### src/pkg/dio_pkg.sv
// Package with constants, enumerations and carrier structs for the discrete I/O test block.
package dio_pkg;

	// ----------------------------------------
	// Sizes and timing
	// ----------------------------------------
	localparam int unsigned DIO_NCH = 4;
	localparam int unsigned DIO_CLK_MHZ = 100;
	localparam int unsigned DIO_CNT_W = 24;
	localparam int unsigned DIO_PULSE_US_DEF = 100;
	localparam int unsigned DIO_HOLD_US_DEF = 100;
	localparam int unsigned DIO_PULSE_CYC_DEF = DIO_PULSE_US_DEF * DIO_CLK_MHZ;
	localparam int unsigned DIO_HOLD_CYC_DEF = DIO_HOLD_US_DEF * DIO_CLK_MHZ;

	// ----------------------------------------
	// Register map (byte addresses)
	// ----------------------------------------
	localparam logic [11:0] DIO_A_CTRL = 12'h000;
	localparam logic [11:0] DIO_A_POL = 12'h004;
	localparam logic [11:0] DIO_A_WIDTH = 12'h008;
	localparam logic [11:0] DIO_A_HOLD = 12'h00C;
	localparam logic [11:0] DIO_A_TRIG = 12'h010;
	localparam logic [11:0] DIO_A_STAT = 12'h014;

	// ----------------------------------------
	// Field positions
	// ----------------------------------------
	localparam int unsigned DIO_CTRL_EN = 0;
	localparam int unsigned DIO_CTRL_OPT_LO = 1;
	localparam int unsigned DIO_POL_LOOP_LO = 0;
	localparam int unsigned DIO_POL_GATEIN_LO = 4;
	localparam int unsigned DIO_POL_LAMP_LO = 8;
	localparam int unsigned DIO_POL_GATEOUT_LO = 12;
	localparam int unsigned DIO_STAT_BUSY_LO = 0;
	localparam int unsigned DIO_STAT_HOLD_LO = 4;
	localparam int unsigned DIO_STAT_LIGHT_LO = 8;
	localparam int unsigned DIO_STAT_TEST_LO = 12;

	// ----------------------------------------
	// Reset values
	// ----------------------------------------
	localparam logic [15:0] DIO_POL_RST = 16'h0000;

	// ----------------------------------------
	// Test options
	// ----------------------------------------
	typedef enum logic [2:0] {
		DIO_OPT_NONE = 3'b000,
		DIO_OPT_ECHO_LOOP = 3'b001,
		DIO_OPT_ECHO_GATE = 3'b010,
		DIO_OPT_TRIG_LAMP = 3'b011,
		DIO_OPT_TRIG_GATE = 3'b100
	} dio_opt_t;

	// ----------------------------------------
	// Pulse channel states
	// ----------------------------------------
	typedef enum logic [1:0] {
		DIO_CH_IDLE = 2'b00,
		DIO_CH_PULSE = 2'b01,
		DIO_CH_HOLD = 2'b10
	} dio_ch_state_t;

	// ----------------------------------------
	// Carriers
	// ----------------------------------------
	typedef struct packed {
		logic psel;
		logic penable;
		logic pwrite;
		logic [11:0] paddr;
		logic [31:0] pwdata;
	} dio_apb_req_t;

	typedef struct packed {
		logic pready;
		logic pslverr;
		logic [31:0] prdata;
	} dio_apb_rsp_t;

	typedef struct packed {
		logic [3:0] loop_in;
		logic [3:0] gate_in;
	} dio_inputs_t;

	typedef struct packed {
		logic [3:0] lamp_out;
		logic [3:0] gate_out;
		logic [3:0] lights;
		logic normal_en;
	} dio_outputs_t;

endpackage : dio_pkg

### src/core/dio_test_top.sv
// Discrete I/O test-mode logic with an APB register slave.
module dio_test_top #(
	parameter int unsigned NCH = dio_pkg::DIO_NCH,
	parameter int unsigned CNT_W = dio_pkg::DIO_CNT_W,
	parameter logic [CNT_W-1:0] WIDTH_RST = CNT_W'(dio_pkg::DIO_PULSE_CYC_DEF),
	parameter logic [CNT_W-1:0] HOLD_RST = CNT_W'(dio_pkg::DIO_HOLD_CYC_DEF)
) (
	// Clock, reset and enable
	input wire logic i_ref_clk,
	input wire logic i_rst_n,
	input wire logic i_ce,
	// APB slave
	input wire logic i_psel,
	input wire logic i_penable,
	input wire logic i_pwrite,
	input wire logic [11:0] i_paddr,
	input wire logic [31:0] i_pwdata,
	output logic o_pready,
	output logic o_pslverr,
	output logic [31:0] o_prdata,
	// Discrete inputs
	input wire logic [NCH-1:0] i_loop_in,
	input wire logic [NCH-1:0] i_gate_in,
	// Normal read indications per channel
	input wire logic [NCH-1:0] i_read_light,
	// Discrete outputs
	output logic [NCH-1:0] o_lamp_out,
	output logic [NCH-1:0] o_gate_out,
	// Channel lights, bit 0 is channel A
	output logic o_channel_a_light,
	output logic o_channel_b_light,
	output logic o_channel_c_light,
	output logic o_channel_d_light,
	// Normal reading allowed
	output logic o_normal_en
);

	// ----------------------------------------
	// Register state
	// ----------------------------------------
	typedef struct packed {
		logic test_en;
		dio_pkg::dio_opt_t opt;
		logic [15:0] pol;
		logic [CNT_W-1:0] width;
		logic [CNT_W-1:0] hold;
		logic [NCH-1:0] trig;
		logic [31:0] prdata;
		logic pslverr;
		logic [NCH-1:0] lamp;
		logic [NCH-1:0] gate;
		logic [NCH-1:0] lights;
		logic normal_en;
	} dio_reg_t;

	dio_reg_t r_q;
	dio_reg_t r_d;

	logic [NCH-1:0] ch_active;
	logic [NCH-1:0] ch_holding;
	logic [NCH-1:0] in_asserted;

	// Decode a byte address into a known register.
	function automatic logic dio_is_mapped(input logic [11:0] a);
		dio_is_mapped = (a == dio_pkg::DIO_A_CTRL) || (a == dio_pkg::DIO_A_POL) ||
			(a == dio_pkg::DIO_A_WIDTH) || (a == dio_pkg::DIO_A_HOLD) ||
			(a == dio_pkg::DIO_A_TRIG) || (a == dio_pkg::DIO_A_STAT);
	endfunction : dio_is_mapped

	// Only options one to four are accepted; others map to none.
	function automatic dio_pkg::dio_opt_t dio_opt_dec(input logic [2:0] v);
		case (v)
			3'h1: dio_opt_dec = dio_pkg::DIO_OPT_ECHO_LOOP;
			3'h2: dio_opt_dec = dio_pkg::DIO_OPT_ECHO_GATE;
			3'h3: dio_opt_dec = dio_pkg::DIO_OPT_TRIG_LAMP;
			3'h4: dio_opt_dec = dio_pkg::DIO_OPT_TRIG_GATE;
			default: dio_opt_dec = dio_pkg::DIO_OPT_NONE;
		endcase
	endfunction : dio_opt_dec

	// ----------------------------------------
	// Pulse channels
	// ----------------------------------------
	genvar g;
	generate
		for (g = 0; g < NCH; g++) begin : g_ch
			dio_pulse_ch #(
				.CNT_W(CNT_W)
			) u_ch (
				.i_ref_clk(i_ref_clk),
				.i_rst_n(i_rst_n),
				.i_ce(i_ce),
				.i_trig(r_q.trig[g]),
				.i_width(r_q.width),
				.i_hold(r_q.hold),
				.o_active(ch_active[g]),
				.o_holding(ch_holding[g])
			);
		end
	endgenerate

	// Inputs are synchronous; polarity bit set means active-high.
	always_comb begin
		in_asserted = '0;
		for (int i = 0; i < NCH; i++) begin
			if (r_q.opt == dio_pkg::DIO_OPT_ECHO_LOOP) begin
				in_asserted[i] = r_q.pol[dio_pkg::DIO_POL_LOOP_LO + i] ?
					i_loop_in[i] : !i_loop_in[i];
			end else begin
				in_asserted[i] = r_q.pol[dio_pkg::DIO_POL_GATEIN_LO + i] ?
					i_gate_in[i] : !i_gate_in[i];
			end
		end
	end

	// ----------------------------------------
	// Next state
	// ----------------------------------------
	always_comb begin
		logic acc;
		logic [31:0] rd;
		acc = i_psel && i_penable;
		rd = '0;
		r_d = r_q;
		r_d.trig = '0;

		// Bus writes. Zero-wait slave: each access completes in its first access cycle while i_ce is high.
		if (acc && i_pwrite && dio_is_mapped(i_paddr)) begin
			case (i_paddr)
				dio_pkg::DIO_A_CTRL: begin
					r_d.test_en = i_pwdata[dio_pkg::DIO_CTRL_EN];
					r_d.opt = dio_opt_dec(i_pwdata[dio_pkg::DIO_CTRL_OPT_LO +: 3]);
				end
				dio_pkg::DIO_A_POL: r_d.pol = i_pwdata[15:0];
				dio_pkg::DIO_A_WIDTH: r_d.width = i_pwdata[CNT_W-1:0];
				dio_pkg::DIO_A_HOLD: r_d.hold = i_pwdata[CNT_W-1:0];
				dio_pkg::DIO_A_TRIG: begin
					// Triggers outside an output option are ignored.
					if (r_q.test_en && (r_q.opt == dio_pkg::DIO_OPT_TRIG_LAMP ||
						r_q.opt == dio_pkg::DIO_OPT_TRIG_GATE)) begin
						r_d.trig = i_pwdata[NCH-1:0];
					end
				end
				default: r_d.trig = '0;
			endcase
		end

		// Bus reads.
		case (i_paddr)
			dio_pkg::DIO_A_CTRL: begin
				rd[dio_pkg::DIO_CTRL_EN] = r_q.test_en;
				rd[dio_pkg::DIO_CTRL_OPT_LO +: 3] = r_q.opt;
			end
			dio_pkg::DIO_A_POL: rd[15:0] = r_q.pol;
			dio_pkg::DIO_A_WIDTH: rd[CNT_W-1:0] = r_q.width;
			dio_pkg::DIO_A_HOLD: rd[CNT_W-1:0] = r_q.hold;
			dio_pkg::DIO_A_STAT: begin
				rd[dio_pkg::DIO_STAT_BUSY_LO +: NCH] = ch_active;
				rd[dio_pkg::DIO_STAT_HOLD_LO +: NCH] = ch_holding;
				rd[dio_pkg::DIO_STAT_LIGHT_LO +: NCH] = r_q.lights;
				rd[dio_pkg::DIO_STAT_TEST_LO] = r_q.test_en;
			end
			default: rd = '0;
		endcase
		if (i_psel && !i_penable) begin
			r_d.prdata = rd;
			r_d.pslverr = !dio_is_mapped(i_paddr);
		end

		// Outputs: inactive level follows polarity; bit set means active-high.
		r_d.normal_en = !r_q.test_en;
		for (int i = 0; i < NCH; i++) begin
			r_d.lamp[i] = !r_q.pol[dio_pkg::DIO_POL_LAMP_LO + i];
			r_d.gate[i] = !r_q.pol[dio_pkg::DIO_POL_GATEOUT_LO + i];
			if (r_q.test_en && ch_active[i]) begin
				if (r_q.opt == dio_pkg::DIO_OPT_TRIG_LAMP) begin
					r_d.lamp[i] = r_q.pol[dio_pkg::DIO_POL_LAMP_LO + i];
				end else if (r_q.opt == dio_pkg::DIO_OPT_TRIG_GATE) begin
					r_d.gate[i] = r_q.pol[dio_pkg::DIO_POL_GATEOUT_LO + i];
				end
			end
		end

		// Lights: normal read indication unless in test.
		if (!r_q.test_en) begin
			r_d.lights = i_read_light;
		end else begin
			case (r_q.opt)
				dio_pkg::DIO_OPT_ECHO_LOOP: r_d.lights = in_asserted;
				dio_pkg::DIO_OPT_ECHO_GATE: r_d.lights = in_asserted;
				dio_pkg::DIO_OPT_TRIG_LAMP: r_d.lights = ch_active;
				dio_pkg::DIO_OPT_TRIG_GATE: r_d.lights = ch_active;
				default: r_d.lights = '0;
			endcase
		end
	end

	// Register everything; the enable freezes all state.
	always_ff @(posedge i_ref_clk or negedge i_rst_n) begin
		if (!i_rst_n) begin
			r_q.test_en <= 1'b0;
			r_q.opt <= dio_pkg::DIO_OPT_NONE;
			r_q.pol <= dio_pkg::DIO_POL_RST;
			r_q.width <= WIDTH_RST;
			r_q.hold <= HOLD_RST;
			r_q.trig <= '0;
			r_q.prdata <= '0;
			r_q.pslverr <= 1'b0;
			r_q.lamp <= '1;
			r_q.gate <= '1;
			r_q.lights <= '0;
			r_q.normal_en <= 1'b1;
		end else if (i_ce) begin
			r_q <= r_d;
		end
	end

	// ----------------------------------------
	// Outputs
	// ----------------------------------------
	// Ready is held low while frozen so no access completes unseen.
	assign o_pready = i_ce;
	assign o_pslverr = r_q.pslverr && i_psel && i_penable;
	assign o_prdata = r_q.prdata;
	assign o_lamp_out = r_q.lamp;
	assign o_gate_out = r_q.gate;
	assign o_channel_a_light = r_q.lights[0];
	assign o_channel_b_light = r_q.lights[1];
	assign o_channel_c_light = r_q.lights[2];
	assign o_channel_d_light = r_q.lights[3];
	assign o_normal_en = r_q.normal_en;

endmodule : dio_test_top

### src/core/dio_pulse_ch.sv
// One output-test pulse channel: pulse for a width, then hold off further triggers.
module dio_pulse_ch #(
	parameter int unsigned CNT_W = dio_pkg::DIO_CNT_W
) (
	// Clock, reset and enable
	input wire logic i_ref_clk,
	input wire logic i_rst_n,
	input wire logic i_ce,
	// Control
	input wire logic i_trig,
	input wire logic [CNT_W-1:0] i_width,
	input wire logic [CNT_W-1:0] i_hold,
	// Status
	output logic o_active,
	output logic o_holding
);

	// ----------------------------------------
	// State
	// ----------------------------------------
	typedef struct packed {
		dio_pkg::dio_ch_state_t st;
		logic [CNT_W-1:0] cnt;
	} dio_ch_reg_t;

	dio_ch_reg_t r_q;
	dio_ch_reg_t r_d;

	// A zero width or hold still costs one cycle, so a pulse is never lost.
	always_comb begin
		r_d = r_q;
		case (r_q.st)
			dio_pkg::DIO_CH_IDLE: begin
				if (i_trig) begin
					r_d.st = dio_pkg::DIO_CH_PULSE;
					r_d.cnt = i_width;
				end
			end
			dio_pkg::DIO_CH_PULSE: begin
				if (r_q.cnt <= CNT_W'(1)) begin
					r_d.st = dio_pkg::DIO_CH_HOLD;
					r_d.cnt = i_hold;
				end else begin
					r_d.cnt = r_q.cnt - CNT_W'(1);
				end
			end
			dio_pkg::DIO_CH_HOLD: begin
				// Triggers arriving here are dropped on purpose.
				if (r_q.cnt <= CNT_W'(1)) begin
					r_d.st = dio_pkg::DIO_CH_IDLE;
					r_d.cnt = '0;
				end else begin
					r_d.cnt = r_q.cnt - CNT_W'(1);
				end
			end
			default: begin
				r_d.st = dio_pkg::DIO_CH_IDLE;
				r_d.cnt = '0;
			end
		endcase
	end

	// Register the state.
	always_ff @(posedge i_ref_clk or negedge i_rst_n) begin
		if (!i_rst_n) begin
			r_q <= '{st: dio_pkg::DIO_CH_IDLE, cnt: '0};
		end else if (i_ce) begin
			r_q <= r_d;
		end
	end

	assign o_active = (r_q.st == dio_pkg::DIO_CH_PULSE);
	assign o_holding = (r_q.st == dio_pkg::DIO_CH_HOLD);

endmodule : dio_pulse_ch

### config.mk
export PLATFORM = sky130hd
export DESIGN_NAME = dio_test_top
export DESIGN_NICKNAME = d
export VERILOG_FILES = /design/src/pkg/dio_pkg.sv /design/src/core/dio_test_top.sv /design/src/core/dio_pulse_ch.sv
export SDC_FILE = /design/constraint.sdc
export NUM_CORES = 1
export LEC_CHECK = 0
export BUFFER_PORTS_ARGS = -buffer_cell sky130_fd_sc_hd__clkbuf_2
export CAP_MARGIN = 20
export CORE_MARGIN = 1.5
export CORE_UTILIZATION = 58
export CTS_CLUSTER_DIAMETER = 200
export DETAILED_ROUTE_END_ITERATION = 10
export PLACE_DENSITY = 0.78
export SYNTH_ARGS = -nofsm -noshare
export SYNTH_HDL_FRONTEND = slang
export SYNTH_SLANG_ARGS = --single-unit
### constraint.sdc
create_clock -name i_ref_clk -period 4.2 [get_ports i_ref_clk]
set_input_delay 0.42 -clock i_ref_clk [delete_from_list [all_inputs] [get_ports i_ref_clk]]
set_output_delay 0.42 -clock i_ref_clk [all_outputs]
set_load 0.005 [all_outputs]
## After elaboration in Yosys (flattened, before gate mapping)

Index checks and enable logic that the tools add are counted.

- Reduce and logical (&&, ||, !) cells: 56
- Equality and inequality tests: 33
- Order comparisons: 4
- $add $sub $neg: 4
- Multiplexer cells: 66

Operators with widths:

| kind | number |
|---|---|
| $pmux W26 S3 | 4 |
| $mux W24 | 8 |
| $mux W26 | 4 |
| $le A24 B1 Y1 const B | 4 |
| $sub A24 B1 Y24 const B | 4 |
| $pmux W9 S4 | 1 |
| $mux W1 | 32 |
| $eq A12 B4 Y1 const B | 2 |
| $eq A12 B5 Y1 const B | 2 |
| $ne A2 B2 Y1 const B | 12 |
| $pmux W4 S5 | 1 |
| $logic_not A1 Y1 | 19 |
| $mux W2 | 8 |
| $mux W4 | 4 |
| $pmux W8 S2 | 1 |
| $reduce_and A4 Y1 | 4 |
| $eq A12 B3 Y1 const B | 1 |
| $eq A3 B2 Y1 const B | 4 |
| $logic_not A12 Y1 | 1 |
| $pmux W3 S4 | 1 |
| $reduce_and A3 Y1 | 4 |
| $logic_and A1 B1 Y1 | 11 |
| $reduce_and A2 Y1 | 5 |
| $pmux W3 S3 | 1 |
| 8 further kinds | 25 |

- Input bits: 62
- Output and inout bits: 47
- Flip-flop bits (word level): 214
- Logic and storage cells: 183

## Longest topological paths before layout

Gate-level depths: netlist of run 1.

- Depth in word-level cells: 8
- Depth in mapped cells: 10

## Hierarchy

Synthesis of run 1 repeated with hierarchy kept, for this count alone.

- Cells, all modules: 1530
- Area, all modules: 13917.1 um2

Modules (own cells, without submodules):

| module | cells each | instances | sequential area each (um2) | area each (um2) |
|---|---|---|---|---|
| dio_pulse_ch | 260 | 4 | 650.6 | 2093.3 |
| dio_test_top | 490 | 1 | 2776.4 | 5544.1 |

## Worst setup path before layout of run 1

OpenSTA, ideal clock, no wires.

- Kind: register -> register
- From: register g_ch[3].u_ch.r_q[8] (netlist bit)
- To: register g_ch[3].u_ch.r_q[13] (netlist bit)
- Path buffers: 3
- Slack: 1.525 ns
- Setup time: 0.124 ns
- Cell stages (with the launch flop): 10
- Arrival time: 2.551 ns
- Period minus slack after synthesis: 2.675 ns
- Cell sequence: dfrtp_1 > or4_4 > or3_1 > buf_2 > or4b_4 > buf_6 > o211ai_2 > buf_6 > a21oi_1 > a211o_1

- Cells in the longest elaborated chain, start to end: 3
- Elaborated cells between the ends (all ways): 5

RTL lines:

| item | line | source |
|---|---|---|
| start, declared | dio_pulse_ch.sv:26 | `dio_ch_reg_t r_q;` |
| start signal, assigned | dio_pulse_ch.sv:66 | `r_q <= '{st: dio_pkg::DIO_CH_IDLE, cnt: '0};` |
| start signal, assigned | dio_pulse_ch.sv:68 | `r_q <= r_d;` |
| $sub A24 B1 Y24 / $le A24 B1 Y1 (equally long branches) | - |  |
| $mux W24 (on tied branches) | dio_pulse_ch.sv:49, dio_pulse_ch.sv:40 |  |
| $pmux W26 S3 (*) | dio_pulse_ch.sv:32 | `case (r_q.st)` |

Every way passes the cells marked *; elsewhere a longest branch is shown, timed or not.
A chain may end at the register's enable or synchronous reset.

## Worst setup path in the final report of run 1

- From: register g_ch[0].u_ch.r_q[11] (netlist bit)
- To: register g_ch[0].u_ch.r_q[18] (netlist bit)

- Cells in the longest elaborated chain, start to end: 3
- Elaborated cells between the ends (all ways): 5

RTL lines:

| item | line |
|---|---|
| start, declared | dio_pulse_ch.sv:26 |
| start signal, assigned | dio_pulse_ch.sv:66 |
| start signal, assigned | dio_pulse_ch.sv:68 |
| $sub A24 B1 Y24 / $le A24 B1 Y1 (equally long branches) | - |
| $mux W24 (on tied branches) | dio_pulse_ch.sv:49, dio_pulse_ch.sv:40 |
| $pmux W26 S3 (*) | dio_pulse_ch.sv:32 |

Marked as above.

==> results by group, run 1 <==
Drt
  • Met3 Routed Length: ~5100 um
  • Detail-routed via count per cell: between 6 and 7
  • Routed wire per std cell: 24.4 um
  • Metal1 wirelength: 16,100 um
  • Via count: 11,942
  • Final wirelength: 42,700 um
  • Remaining antenna violation count: 0
  • Drt pass-1 iters: 6
  • Metal2 WL: 18,400 um
  • Uppermost layer routed: met4
  • 1st-iter DRT viols: 1,455
  • # DRC: 0

Finish
  • Post-route core utilization: 0.651
  • Most frequent cells in the layout: 195 x dfrtp_1, 130 x nor2_1, 130 x o21ai_0, 108 x nand2_1, 100 x a21oi_1
  • NumNets Final: 1,523
  • Fill cell count: 1,811
  • Multi-input logic area: about 7000 um^2
  • Layout cells sized above 1: 0.188
  • P&R area growth vs syn: 10.4%
  • Commonest non-fill, non-tap cell in the layout: dfrtp_1
  • Sequential cell area: 5380 um^2

Pwr
  • Leakage: 6.25 nW
  • Peak supply drop: between 0.0002 and 0.0003 V
  • PwrDens: approximately 470 nW/um^2
  • Total power: between 6 and 7 mW

Clock network
  • Clk_lat worst skew: around 0.54 ns
  • CTS buffer count: 24
  • CTS resizes: 0
  • Clk sinks: 214
  • Post-CTS setup buffers: 0
  • Root buf cell: clkbuf_16
  • CTS Buffer Depth: 3
  • Clock transition at path regs: ~0.060 ns
  • CTS tree: built
  • CTS Hold Bufs: 0
  • H-tree depth: 1

Status
  • Failing checks: hold timing
  • Status: finished with violations

Place
  • Worst slack, placed: 0.998 ns
  • Port bufs: 92
  • GP Congestion: 0.978
  • Detailed Place HPWL: 28,100 um

Worst setup path
  • Startpoint Class: flop
  • R2R setup slack: around 0.9 ns
  • Crit Reg-Reg Startpoint: g_ch[0].u_ch.r_q[11]
  • Worst endpoint required time: about 4.6 ns
  • Critical Path Fanout Max: 22
  • Worst setup EP type: flop
  • Depth of the most critical reg-to-reg path: 6
  • FF-to-FF End: g_ch[0].u_ch.r_q[18]
  • WS Path Type: reg2reg
  • Arrival time of the worst setup path: 3.74 ns

Floorplanning
  • Die X: 152 um
  • Core Area: 21,800 um^2
  • Num ports: 109
  • Cell Rows: 54
  • Chip Height: 152 um
  • Initial core utilization: 0.590
  • Full die area: 23,100 um^2

Timing
  • Slew Viols, Final: 0
  • Worst Tran Pin Value: between 1 and 1.5 ns
  • Fmax: roughly 300 MHz
  • Hold Worst Slack: -0.0395 ns
  • Tmin final: 3.32 ns
  • Final worst slack: 0.884 ns
  • Final setup fails: 0
  • Setup TNS: 0 ns
  • RSZ-0062 raised after global routing: false
  • Skew final: 0.0266 ns
  • Final Hold Vio Count: 16
  • Crit share post-route: 0.789
  • Max-Slew Margin vs Limit: 0.255

Synthesis
  • Post-synth EDFFs: 0
  • Seq/Total Area, Yosys: 0.418
  • Post-Syn Area: 12,900 um^2
  • Async set-reset flop share out of synthesis: 1.00
  • Yosys cell types: 77
  • Yosys warnings: 0
  • Synthesized area per cell: 9.06 um^2
  • Cell count after synthesis: 1,422
  • Most used DFF post-synth: dfrtp_1
  • Synthesis-stage register bit count: 214

GRT
  • Vias in the first global route: 11,317
  • Initial antenna violation count: 2
  • First-pass GRT wire length: 65,600 um
  • Largest net degree at the start of global routing: approximately 120
  • Total GRT Usage: 0.366
  • Grt ovf: 0

Hold path
  • Type of the most critical hold path: in2async

Job
  • Max-cap viol count: 0
## power by group
part           total (mW)  switching (mW)  internal, mW
logic                1.70           0.951         0.745
registers            2.73           0.387          2.35
clock network        2.30           0.885          1.42
## metrics by stage
step	cells	cell area [um^2]
6_report	1753	14200
5_1_grt	1750	14200
4_1_cts	1749	14200
3_5_place_dp	1706	13300
3_3_place_gp	1705	13300
2_1_floorplan	1429	12900
## how the worst max path moves through the flow
stage / from / endpoint / slack [ns] / depth (start not counted)
after detailed placement: g_ch[0].u_ch.r_q[11] / g_ch[0].u_ch.r_q[18] / 1.0 / 6
after floorplan: g_ch[3].u_ch.r_q[8] / g_ch[3].u_ch.r_q[13] / 1.53 / 9
final: g_ch[0].u_ch.r_q[11] / g_ch[0].u_ch.r_q[18] / 0.88 / 6
after global routing: g_ch[0].u_ch.r_q[11] / g_ch[0].u_ch.r_q[18] / 0.77 / 6
after global placement: g_ch[2].u_ch.r_q[24] / g_ch[2].u_ch.r_q[21] / 1.03 / 5
after CTS: g_ch[0].u_ch.r_q[11] / g_ch[0].u_ch.r_q[18] / 0.98 / 6
## kinds of logic (layout without fill, tap and decap cells)
| kind of cell | after synthesis | after routing | share of synthesized area |
|---|---|---|---|
| and+or+nand+nor | 466 | 466 | 0.180 |
| AOI/OAI and AO/OA | 415 | 415 | 0.206 |
| DFF | 214 | 214 | 0.418 |
| buffers and inverters | 150 | 191 | 0.0583 |
| muxes | 86 | 86 | 0.0738 |
| xor gates and xnor gates | 82 | 82 | 0.0558 |
| adders and majority gates | 8 | 8 | 0.00777 |
| other | 1 | 11 | 0.000291 |
## layer usage
layer	track usage	up-vias
met1	0.479	5801
li1	-	5223
met2	0.528	735
met4	0.246	0
met5	0	-
met3	0.106	183
## critical path, stage by stage, from the launching register on
cell and delay, ns:
dfrtp_1 0.43, or4_1 0.69, nor4b_1 0.59, and3_1 0.37
and3_1 0.84, a21oi_1 0.17, o21ai_0 0.12
## flip-flops by register name, summed over array words and instances (netlist names)
signal and cells:
g_ch.u_ch.r_q 104, o_prdata 24, o_channel_a_light 1, o_normal_en 1
r_q 73, o_channel_d_light 1, o_gate_out 4, o_channel_b_light 1
o_lamp_out 4, o_channel_c_light 1
## final cells by class
type                       instances  area share
antenna                            3    0.000528
clock buffer                      35      0.0473
sequential                       214       0.378
inverter                          25     0.00660
multi-input combinational       1065       0.480
timing repair buffer             123      0.0504
clock inverter                     8      0.0124
tap                              280      0.0247
## cell usage after synthesis (15+ instances only)
library cell,n,area share
dfrtp_1,195,0.38
nor2_1,130,0.038
o21ai_0,130,0.051
nand2_1,108,0.031
a21oi_1,101,0.039
mux2_2,72,0.063
clkbuf_1,65,0.019
nor3_1,52,0.020
xnor2_1,46,0.031
buf_4,43,0.025
xor2_1,36,0.024
a21o_1,29,0.017
inv_1,25,0.0073
nor4_1,24,0.012
a22oi_1,22,0.013
nand3_1,22,0.0086
nor2b_1,22,0.011
and3_1,21,0.010
dfstp_2,19,0.039
a31oi_1,17,0.0083
a221oi_1,15,0.010
or3_1,15,0.0073
Power figures use the tool's default switching activity.
==> run 2: changes to the inputs <==
--- a/config.mk
+++ b/config.mk
@@ -5,13 +5,14 @@
 export SDC_FILE = /design/constraint.sdc
 export NUM_CORES = 1
 export LEC_CHECK = 0
+export ABC_AREA = 1
 export BUFFER_PORTS_ARGS = -buffer_cell sky130_fd_sc_hd__clkbuf_2
 export CAP_MARGIN = 20
 export CORE_MARGIN = 1.5
 export CORE_UTILIZATION = 58
 export CTS_CLUSTER_DIAMETER = 200
 export DETAILED_ROUTE_END_ITERATION = 10
-export PLACE_DENSITY = 0.78
+export PLACE_DENSITY = 0.77
 export SYNTH_ARGS = -nofsm -noshare
 export SYNTH_HDL_FRONTEND = slang
 export SYNTH_SLANG_ARGS = --single-unit
==> constraint.sdc (replaced) <==
create_clock -name i_ref_clk -period 3.45 [get_ports i_ref_clk]
set_input_delay 0.345 -clock i_ref_clk [delete_from_list [all_inputs] [get_ports i_ref_clk]]
set_output_delay 0.345 -clock i_ref_clk [all_outputs]
set_load 0.005 [all_outputs]
==> run 2 against run 1 <==
The run now ends clean. Synthesized area increased by 15%. Worst setup slack got worse by 0.13 ns. Utilization decreased by 1.4 points. Clock power increased by 15%. Cell count increased by 52%. Largest power group is now clock.
==> results by group, run 2 <==
Hold path
  • Type of the most critical hold path: in2reg (was in2async)
  • Hold Crit Depth: 3
  • Hold Crit Start: i_pwdata[17]
  • Worst Hold End: r_q[91]

Clock network
  • Root buf cell: clkbuf_16 (unchanged)
  • CTS tree: built (unchanged)
  • CTS resizes: 0 (unchanged)
  • CTS Hold Bufs: 1 (was 0)
  • CTS Buffer Depth: 3 (unchanged)
  • Clk_lat worst skew: 0.53 ns (was 0.54 ns)
  • Clk sinks: 214 (unchanged)
  • Post-CTS setup buffers: 0 (unchanged)
  • Clock transition at path regs: 0.06 ns (about the same)
  • CTS buffer count: 25 (was 24)
  • H-tree depth: 1 (unchanged)

Pwr
  • Leakage: 8.92 nW (was 6.25 nW)
  • Clock group share of total power: 0.487 (was 0.342)
  • Reg power frac: 0.472 (was 0.406)
  • Int Power: 4.17 mW (was 4.51 mW)
  • Switching pwr: 1.24 mW (was 2.22 mW)
  • Peak supply drop: 0.000306 V (was 0.000289 V)
  • Comb power frac: 0.040 (was 0.252)
  • PwrDens: 338 nW/um^2 (was 474 nW/um^2)
  • Sw frac: 0.228 (was 0.330)

Synthesis
  • Cell count after synthesis: 2,292 (was 1,422)
  • Async set-reset flop share out of synthesis: 1.00 (unchanged)
  • Post-synth EDFFs: 0 (unchanged)
  • Synthesis-stage register bit count: 214 (unchanged)
  • Yosys cell types: 42 (was 77)
  • Post-Syn Area: 14,800 um^2 (was 12,900 um^2)
  • Top area cells in the synthesized netlist: dfrtp_1 33%, nand2_1 25%, nor2_1 6.3% (was dfrtp_1 38%, mux2_2 6.3%, o21ai_0 5.1%)
  • Synthesized area per cell: 6.45 um^2 (was 9.06 um^2)
  • Synth cell count leaders: 997 x nand2_1, 247 x nor2_1, 195 x dfrtp_1 (was 195 x dfrtp_1, 130 x nor2_1, 130 x o21ai_0)
  • Seq/Total Area, Yosys: 0.364 (was 0.418)
  • Top-count cell post-synth: nand2_1 (was dfrtp_1)
  • Largest area contributor in the netlist: dfrtp_1 (unchanged)
  • Share of the synthesized area in the top cell type: 0.330 (was 0.379)
  • Most used DFF post-synth: dfrtp_1 (unchanged)
  • Yosys warnings: 0 (unchanged)

Finish
  • P&R area growth vs syn: 8.31% (was 10.4%)
  • Final Instance Count excl. Fillers: 2,672 (was 1,753)
  • Commonest non-fill, non-tap cell in the layout: nand2_1 (was dfrtp_1)
  • NumNets Final: 2,393 (was 1,523)
  • Most frequent cells in the layout: 997 x nand2_1, 247 x nor2_1, 195 x dfrtp_1, 174 x inv_1, 167 x nand3_1 (was 195 x dfrtp_1, 130 x nor2_1, 130 x o21ai_0, 108 x nand2_1, 100 x a21oi_1)
  • Largest reg by FF count: g_ch.u_ch.r_q (unchanged)
  • Layout cells sized above 1: 0.0961 (was 0.188)
  • Final Instance Area: 16,000 um^2 (was 14,200 um^2)
  • Largest register FFs: 104 (unchanged)

Job
  • Max-cap viol count: 0 (unchanged)

Place
  • Placed cell area: 15,200 um^2 (was 13,300 um^2)
  • Worst slack, placed: 0.416 ns (was 0.998 ns)
  • GP Congestion: 0.991 (was 0.978)
  • Port bufs: 92 (unchanged)
  • Inst Count DP: 2,624 (was 1,706)
  • Detailed Place HPWL: 34,100 um (was 28,100 um)

Drt
  • # DRC: 0 (unchanged)
  • Final wirelength: 48,500 um (was 42,700 um)
  • Routed wire per std cell: 18.1 um (was 24.4 um)
  • 1st-iter DRT viols: 1,802 (was 1,455)
  • Remaining antenna violation count: 0 (unchanged)
  • Detail-routed via count per cell: 5.77 (was 6.81)
  • Via count: 15,425 (was 11,942)
  • Drt pass-1 iters: 6 (unchanged)

Timing
  • Crit share post-route: 0.782 (was 0.789)
  • Final setup fails: 0 (unchanged)
  • Setup TNS: 0 ns (unchanged)
  • Worst Tran Pin Value: 0.868 ns (was 1.11 ns)
  • Final worst slack: 0.754 ns (was 0.884 ns)
  • RSZ-0062 raised after global routing: false (unchanged)
  • Final Hold Vio Count: 0 (was 16)
  • Slew Viols, Final: 0 (unchanged)
  • Skew final: 0.0128 ns (was 0.0266 ns)
  • Tmin final: 2.70 ns (was 3.32 ns)
  • Max-Slew Margin vs Limit: 0.421 (was 0.255)
  • Fmax: 371 MHz (was 302 MHz)

GRT
  • Initial antenna violation count: 0 (was 2)
  • Total GRT Usage: 0.371 (was 0.366)
  • Vias in the first global route: 13,751 (was 11,317)
  • Grt ovf: 0 (unchanged)
  • Largest net degree at the start of global routing: 99 (was 123)
  • First-pass GRT wire length: 75,900 um (was 65,600 um)

Status
  • Status: finished, final reports clean (was finished with violations)

Worst setup path
  • Worst endpoint required time: 3.83 ns (was 4.62 ns)
  • Arrival time of the worst setup path: 3.08 ns (was 3.74 ns)
  • R2R setup slack: 0.75 ns (was 0.88 ns)
  • Slowest CP cell: clkinv_1 (was and3_1)
  • Depth of the most critical reg-to-reg path: 8 (was 6)
  • Worst path cell trace: nor2_1, buf_4, inv_1, o21ai_2, buf_4, clkinv_1, nand2_1, o21ai_0 (was or4_1, nor4b_1, and3_1, and3_1, a21oi_1, o21ai_0)
  • Most used cell along the critical path: buf_4 (was and3_1)
  • CP max stage delay: 0.69 ns (was 0.84 ns)
  • Startpoint Class: flop (unchanged)
  • Crit Reg-Reg Startpoint: g_ch[1].u_ch.r_q[25] (was g_ch[0].u_ch.r_q[11])
  • FF-to-FF End: g_ch[1].u_ch.r_q[25] (was g_ch[0].u_ch.r_q[18])
  • WS Path Type: reg2reg (unchanged)
  • Critical Path Fanout Max: 27 (was 22)
  • Worst setup EP type: flop (unchanged)

Floorplanning
  • Chip Height: 163 um (was 152 um)
  • Num ports: 109 (unchanged)
  • Initial core utilization: 0.588 (was 0.590)
  • Cell Rows: 58 (was 54)
  • Full die area: 26,400 um^2 (was 23,100 um^2)
  • Die X: 163 um (was 152 um)
  • Core Area: 25,100 um^2 (was 21,800 um^2)
## run 2: per-stage QoR
stage | hold WS (ns) | util | total power [mW]
6_report | 0.0808 | 0.637 | 5.41
5_1_grt | 0.0852 | 0.637 | 5.57
4_1_cts | 0.0705 | 0.637 | 5.42
3_5_place_dp | 0.439 | 0.604 | 2.82
3_3_place_gp | 0.433 | 0.604 | 2.81
2_1_floorplan | 0.0494 | - | 2.70
## run 2: per-layer routing
| metal | wire length, um | vias up | share of wire | track usage |
|---|---|---|---|---|
| li1 | - | 7259 | - | - |
| met1 | 19800 | 7131 | 0.41 | 0.522 |
| met2 | 20800 | 856 | 0.43 | 0.547 |
| met3 | 4810 | 179 | 0.099 | 0.0614 |
| met4 | 3100 | 0 | 0.064 | 0.199 |
| met5 | 0 | - | 0 | 0 |
## run 2: worst max-delay path: cells and delay by family (launching register included)
family | cells | cell delay, ns
AO/OA/AOI/OAI | 2 | 0.27
buffers and inverters | 4 | 1.41
flip-flops | 1 | 0.42
AND/OR/NAND/NOR | 2 | 0.44
## run 2: final cells by class
cell class | count | area, um^2
diodes | 1 | 2.50
clock buffers | 37 | 711
clock inverters | 8 | 90.1
fillers | 2361 | 9110
inverters | 187 | 702
multi-input cells | 1775 | 8000
flip-flops and latches | 214 | 5380
well taps | 330 | 413
repair buffers | 120 | 703
## run 2: cell families (layout without fill, tap and decap cells)
logic type,Yosys count,in the layout,synth area share
adder cells (fa/ha/maj),8,8,0.00678
XOR/XNOR,57,57,0.0338
AND/OR/NAND/NOR,1571,1571,0.448
flip-flops,214,214,0.364
AO/OA/AOI/OAI,131,131,0.0500
other,1,9,0.000254
buffers and inverters,310,352,0.0968
## run 2: worst max path at each step
| stage | start | slack, ns | endpoint | cells past startpoint |
|---|---|---|---|---|
| floorplan | g_ch[3].u_ch.r_q[0] | 1.72 | g_ch[3].u_ch.r_q[21] | 12 |
| global placement | g_ch[2].u_ch.r_q[25] | 0.47 | g_ch[2].u_ch.r_q[24] | 8 |
| detailed placement | g_ch[2].u_ch.r_q[25] | 0.42 | g_ch[2].u_ch.r_q[24] | 8 |
| CTS | g_ch[2].u_ch.r_q[25] | 0.35 | g_ch[2].u_ch.r_q[24] | 8 |
| global route | g_ch[1].u_ch.r_q[25] | 0.57 | g_ch[1].u_ch.r_q[25] | 8 |
| finish | g_ch[1].u_ch.r_q[25] | 0.75 | g_ch[1].u_ch.r_q[25] | 8 |
## run 2: power groups by stage
stage               clock network [mW]  logic (mW)  registers, mW
global placement                     0       0.214           2.60
finish                            2.64       0.219           2.55
CTS                               2.65       0.220           2.55
detailed placement                   0       0.218           2.60
global route                      2.77       0.245           2.56
floorplan                            0       0.101           2.59
==> run 3: changes to the inputs <==
==> constraint.sdc (replaced) <==
create_clock -name i_ref_clk -period 2.5 [get_ports i_ref_clk]
set_input_delay 0.25 -clock i_ref_clk [delete_from_list [all_inputs] [get_ports i_ref_clk]]
set_output_delay 0.25 -clock i_ref_clk [all_outputs]
set_load 0.005 [all_outputs]
==> run 3 against run 2 <==
Hold slack worse by 0.066 ns. Die area did not move. Fmax rose by 19%. Global-route usage up 0.69 points. Register-to-register slack got worse by 0.51 ns. Clock-buffer cell count is 2 higher. Critical endpoint is now g_ch[3].u_ch.r_q[12]. Highest routed layer unchanged.
==> results by group, run 3 (synthesis gave the netlist of run 2 again) <==
Place
  • Worst slack, placed: 0.285 ns (was 0.416 ns)
  • Inst Count DP: 2,644 (was 2,624)
  • Detailed Place HPWL: 34,600 um (was 34,100 um)
  • Port bufs: 92 (unchanged)
  • GP Congestion: 1.01 (was 0.991)

Pwr
  • Leakage: 9.09 nW (was 8.92 nW)
  • Peak supply drop: 0.000516 V (was 0.000306 V)
  • PwrDens: 463 nW/um^2 (was 338 nW/um^2)
  • Total power: 7.57 mW (was 5.41 mW)

Floorplanning
  • Core Area: 25,100 um^2 (unchanged)
  • Cell Rows: 58 (unchanged)
  • Die X: 163 um (unchanged)
  • Full die area: 26,400 um^2 (unchanged)
  • Initial core utilization: 0.588 (unchanged)
  • Chip Height: 163 um (unchanged)
  • Num ports: 109 (unchanged)

Timing
  • Hold Worst Slack: 0.0152 ns (was 0.0808 ns)
  • Max-Slew Margin vs Limit: 0.492 (was 0.421)
  • Final setup fails: 0 (unchanged)
  • RSZ-0062 raised after global routing: false (unchanged)
  • Crit share post-route: 0.903 (was 0.782)
  • Setup TNS: 0 ns (unchanged)
  • Slew Viols, Final: 0 (unchanged)
  • Worst Tran Pin Value: 0.758 ns (was 0.868 ns)
  • Skew final: 0.0130 ns (was 0.0128 ns)
  • Final Hold Vio Count: 0 (unchanged)
  • Final worst slack: 0.241 ns (was 0.754 ns)
  • Fmax: 443 MHz (was 371 MHz)
  • Tmin final: 2.26 ns (was 2.70 ns)

Finish
  • P&R area growth vs syn: 10.6% (was 8.31%)
  • Largest register FFs: 104 (unchanged)
  • Largest reg by FF count: g_ch.u_ch.r_q (unchanged)
  • Layout cells sized above 1: 0.102 (was 0.0961)
  • NumNets Final: 2,429 (was 2,393)
  • Most frequent cells in the layout: 997 x nand2_1, 247 x nor2_1, 195 x dfrtp_1, 174 x inv_1, 167 x nand3_1 (unchanged)
  • Commonest non-fill, non-tap cell in the layout: nand2_1 (unchanged)
  • Final Instance Count excl. Fillers: 2,709 (was 2,672)
  • Fill cell count: 2,343 (was 2,361)

Worst setup path
  • Crit path from: g_ch[3].u_ch.r_q[0] (was g_ch[1].u_ch.r_q[25])
  • Critical Path Fanout Max: 15 (was 27)
  • Depth of the most critical reg-to-reg path: 11 (was 8)
  • Arrival time of the worst setup path: 2.68 ns (was 3.08 ns)
  • FF-to-FF End: g_ch[3].u_ch.r_q[12] (was g_ch[1].u_ch.r_q[25])
  • Worst endpoint required time: 2.92 ns (was 3.83 ns)
  • Crit Reg-Reg Startpoint: g_ch[3].u_ch.r_q[0] (was g_ch[1].u_ch.r_q[25])
  • Worst setup EP type: flop (unchanged)
  • Startpoint Class: flop (unchanged)
  • WS Path Type: reg2reg (unchanged)
  • R2R setup slack: 0.24 ns (was 0.75 ns)

Clock network
  • H-tree depth: 1 (unchanged)
  • CTS buffer count: 25 (unchanged)
  • CTS tree: built (unchanged)
  • CTS resizes: 0 (unchanged)
  • Clk sinks: 214 (unchanged)
  • Clock transition at path regs: 0.06 ns (about the same)
  • Root buf cell: clkbuf_16 (unchanged)
  • CTS Buffer Depth: 3 (unchanged)
  • Clk_lat worst skew: 0.55 ns (was 0.53 ns)
  • Post-CTS setup buffers: 0 (unchanged)
  • CTS Hold Bufs: 18 (was 1)

Hold path
  • Worst Hold End: r_q[110] (was r_q[91])
  • Hold Crit Start: i_pwdata[12] (was i_pwdata[17])
  • Type of the most critical hold path: in2reg (unchanged)
  • Hold Crit Depth: 3 (unchanged)

Status
  • Status: finished, final reports clean (unchanged)

Drt
  • Routed wire per std cell: 18.2 um (was 18.1 um)
  • Remaining antenna violation count: 0 (unchanged)
  • Final wirelength: 49,400 um (was 48,500 um)
  • 1st-iter DRT viols: 2,181 (was 1,802)
  • # DRC: 0 (unchanged)
  • Drt pass-1 iters: 7 (was 6)
  • Via count: 15,559 (was 15,425)
  • Detail-routed via count per cell: 5.74 (was 5.77)

GRT
  • Grt ovf: 0 (unchanged)
  • Initial antenna violation count: 1 (was 0)
  • Total GRT Usage: 0.378 (was 0.371)
  • First-pass GRT wire length: 77,200 um (was 75,900 um)
  • Largest net degree at the start of global routing: 82 (was 99)
  • Vias in the first global route: 14,098 (was 13,751)

Job
  • Max-cap viol count: 0 (unchanged)
## run 3: cell count changes in the layout (fill, tap and decap cells not counted), sizes merged
cell         change
clkinv           -3
inv              +2
clkbuf           +2
buf             +19
dlygate4sd3     +17
## run 3: worst max-delay path by stage
| stage | to | cells past startpoint |
|---|---|---|
| floorplan | g_ch[3].u_ch.r_q[21] | 12 |
| global placement | r_q[98] | 9 |
| detailed placement | r_q[103] | 9 |
| CTS | g_ch[3].u_ch.r_q[12] | 11 |
| global route | g_ch[3].u_ch.r_q[14] | 11 |
| finish | g_ch[3].u_ch.r_q[12] | 11 |
## run 3: per-stage QoR
stage / utilization / instance area (um^2)
floorplan: - / 14800
global placement: 0.611 / 15300
detailed placement: 0.611 / 15300
CTS: 0.651 / 16300
global route: 0.651 / 16300
finish: 0.651 / 16300
## run 3: where the power goes
group	total, mW	switching [mW]	internal [mW]
logic	0.333	0.217	0.116
registers	3.53	0.0218	3.50
clock network	3.72	1.55	2.17
## run 3: final cells by class
type / count / area, um^2 / share of cell area
clock inverter: 7 / 104 / 0.00635
inverter: 187 / 702 / 0.0429
sequential: 214 / 5380 / 0.329
clock buffer: 39 / 708 / 0.0433
multi-input combinational: 1775 / 8000 / 0.490
tap: 330 / 413 / 0.0253
antenna: 1 / 2.50 / 0.000153
timing repair buffer: 156 / 1030 / 0.0632
## run 3: layer usage
layer,part of all wire,up-vias,GRT usage
li1,-,7328,-
met1,0.41,7183,0.530
met2,0.43,865,0.567
met3,0.10,183,0.0604
met4,0.060,0,0.188
met5,0,-,0
## run 3: critical path, stage by stage (launching register included)
cell and delay [ns]:
dfrtp_1 0.41, inv_1 0.13, ha_1 0.20, nand2_1 0.15, a21oi_2 0.33, nand2_2 0.29
nand2_2 0.23, inv_2 0.14, nand2_1 0.09, nand2_1 0.05, nand2_1 0.06, nand2_1 0.06
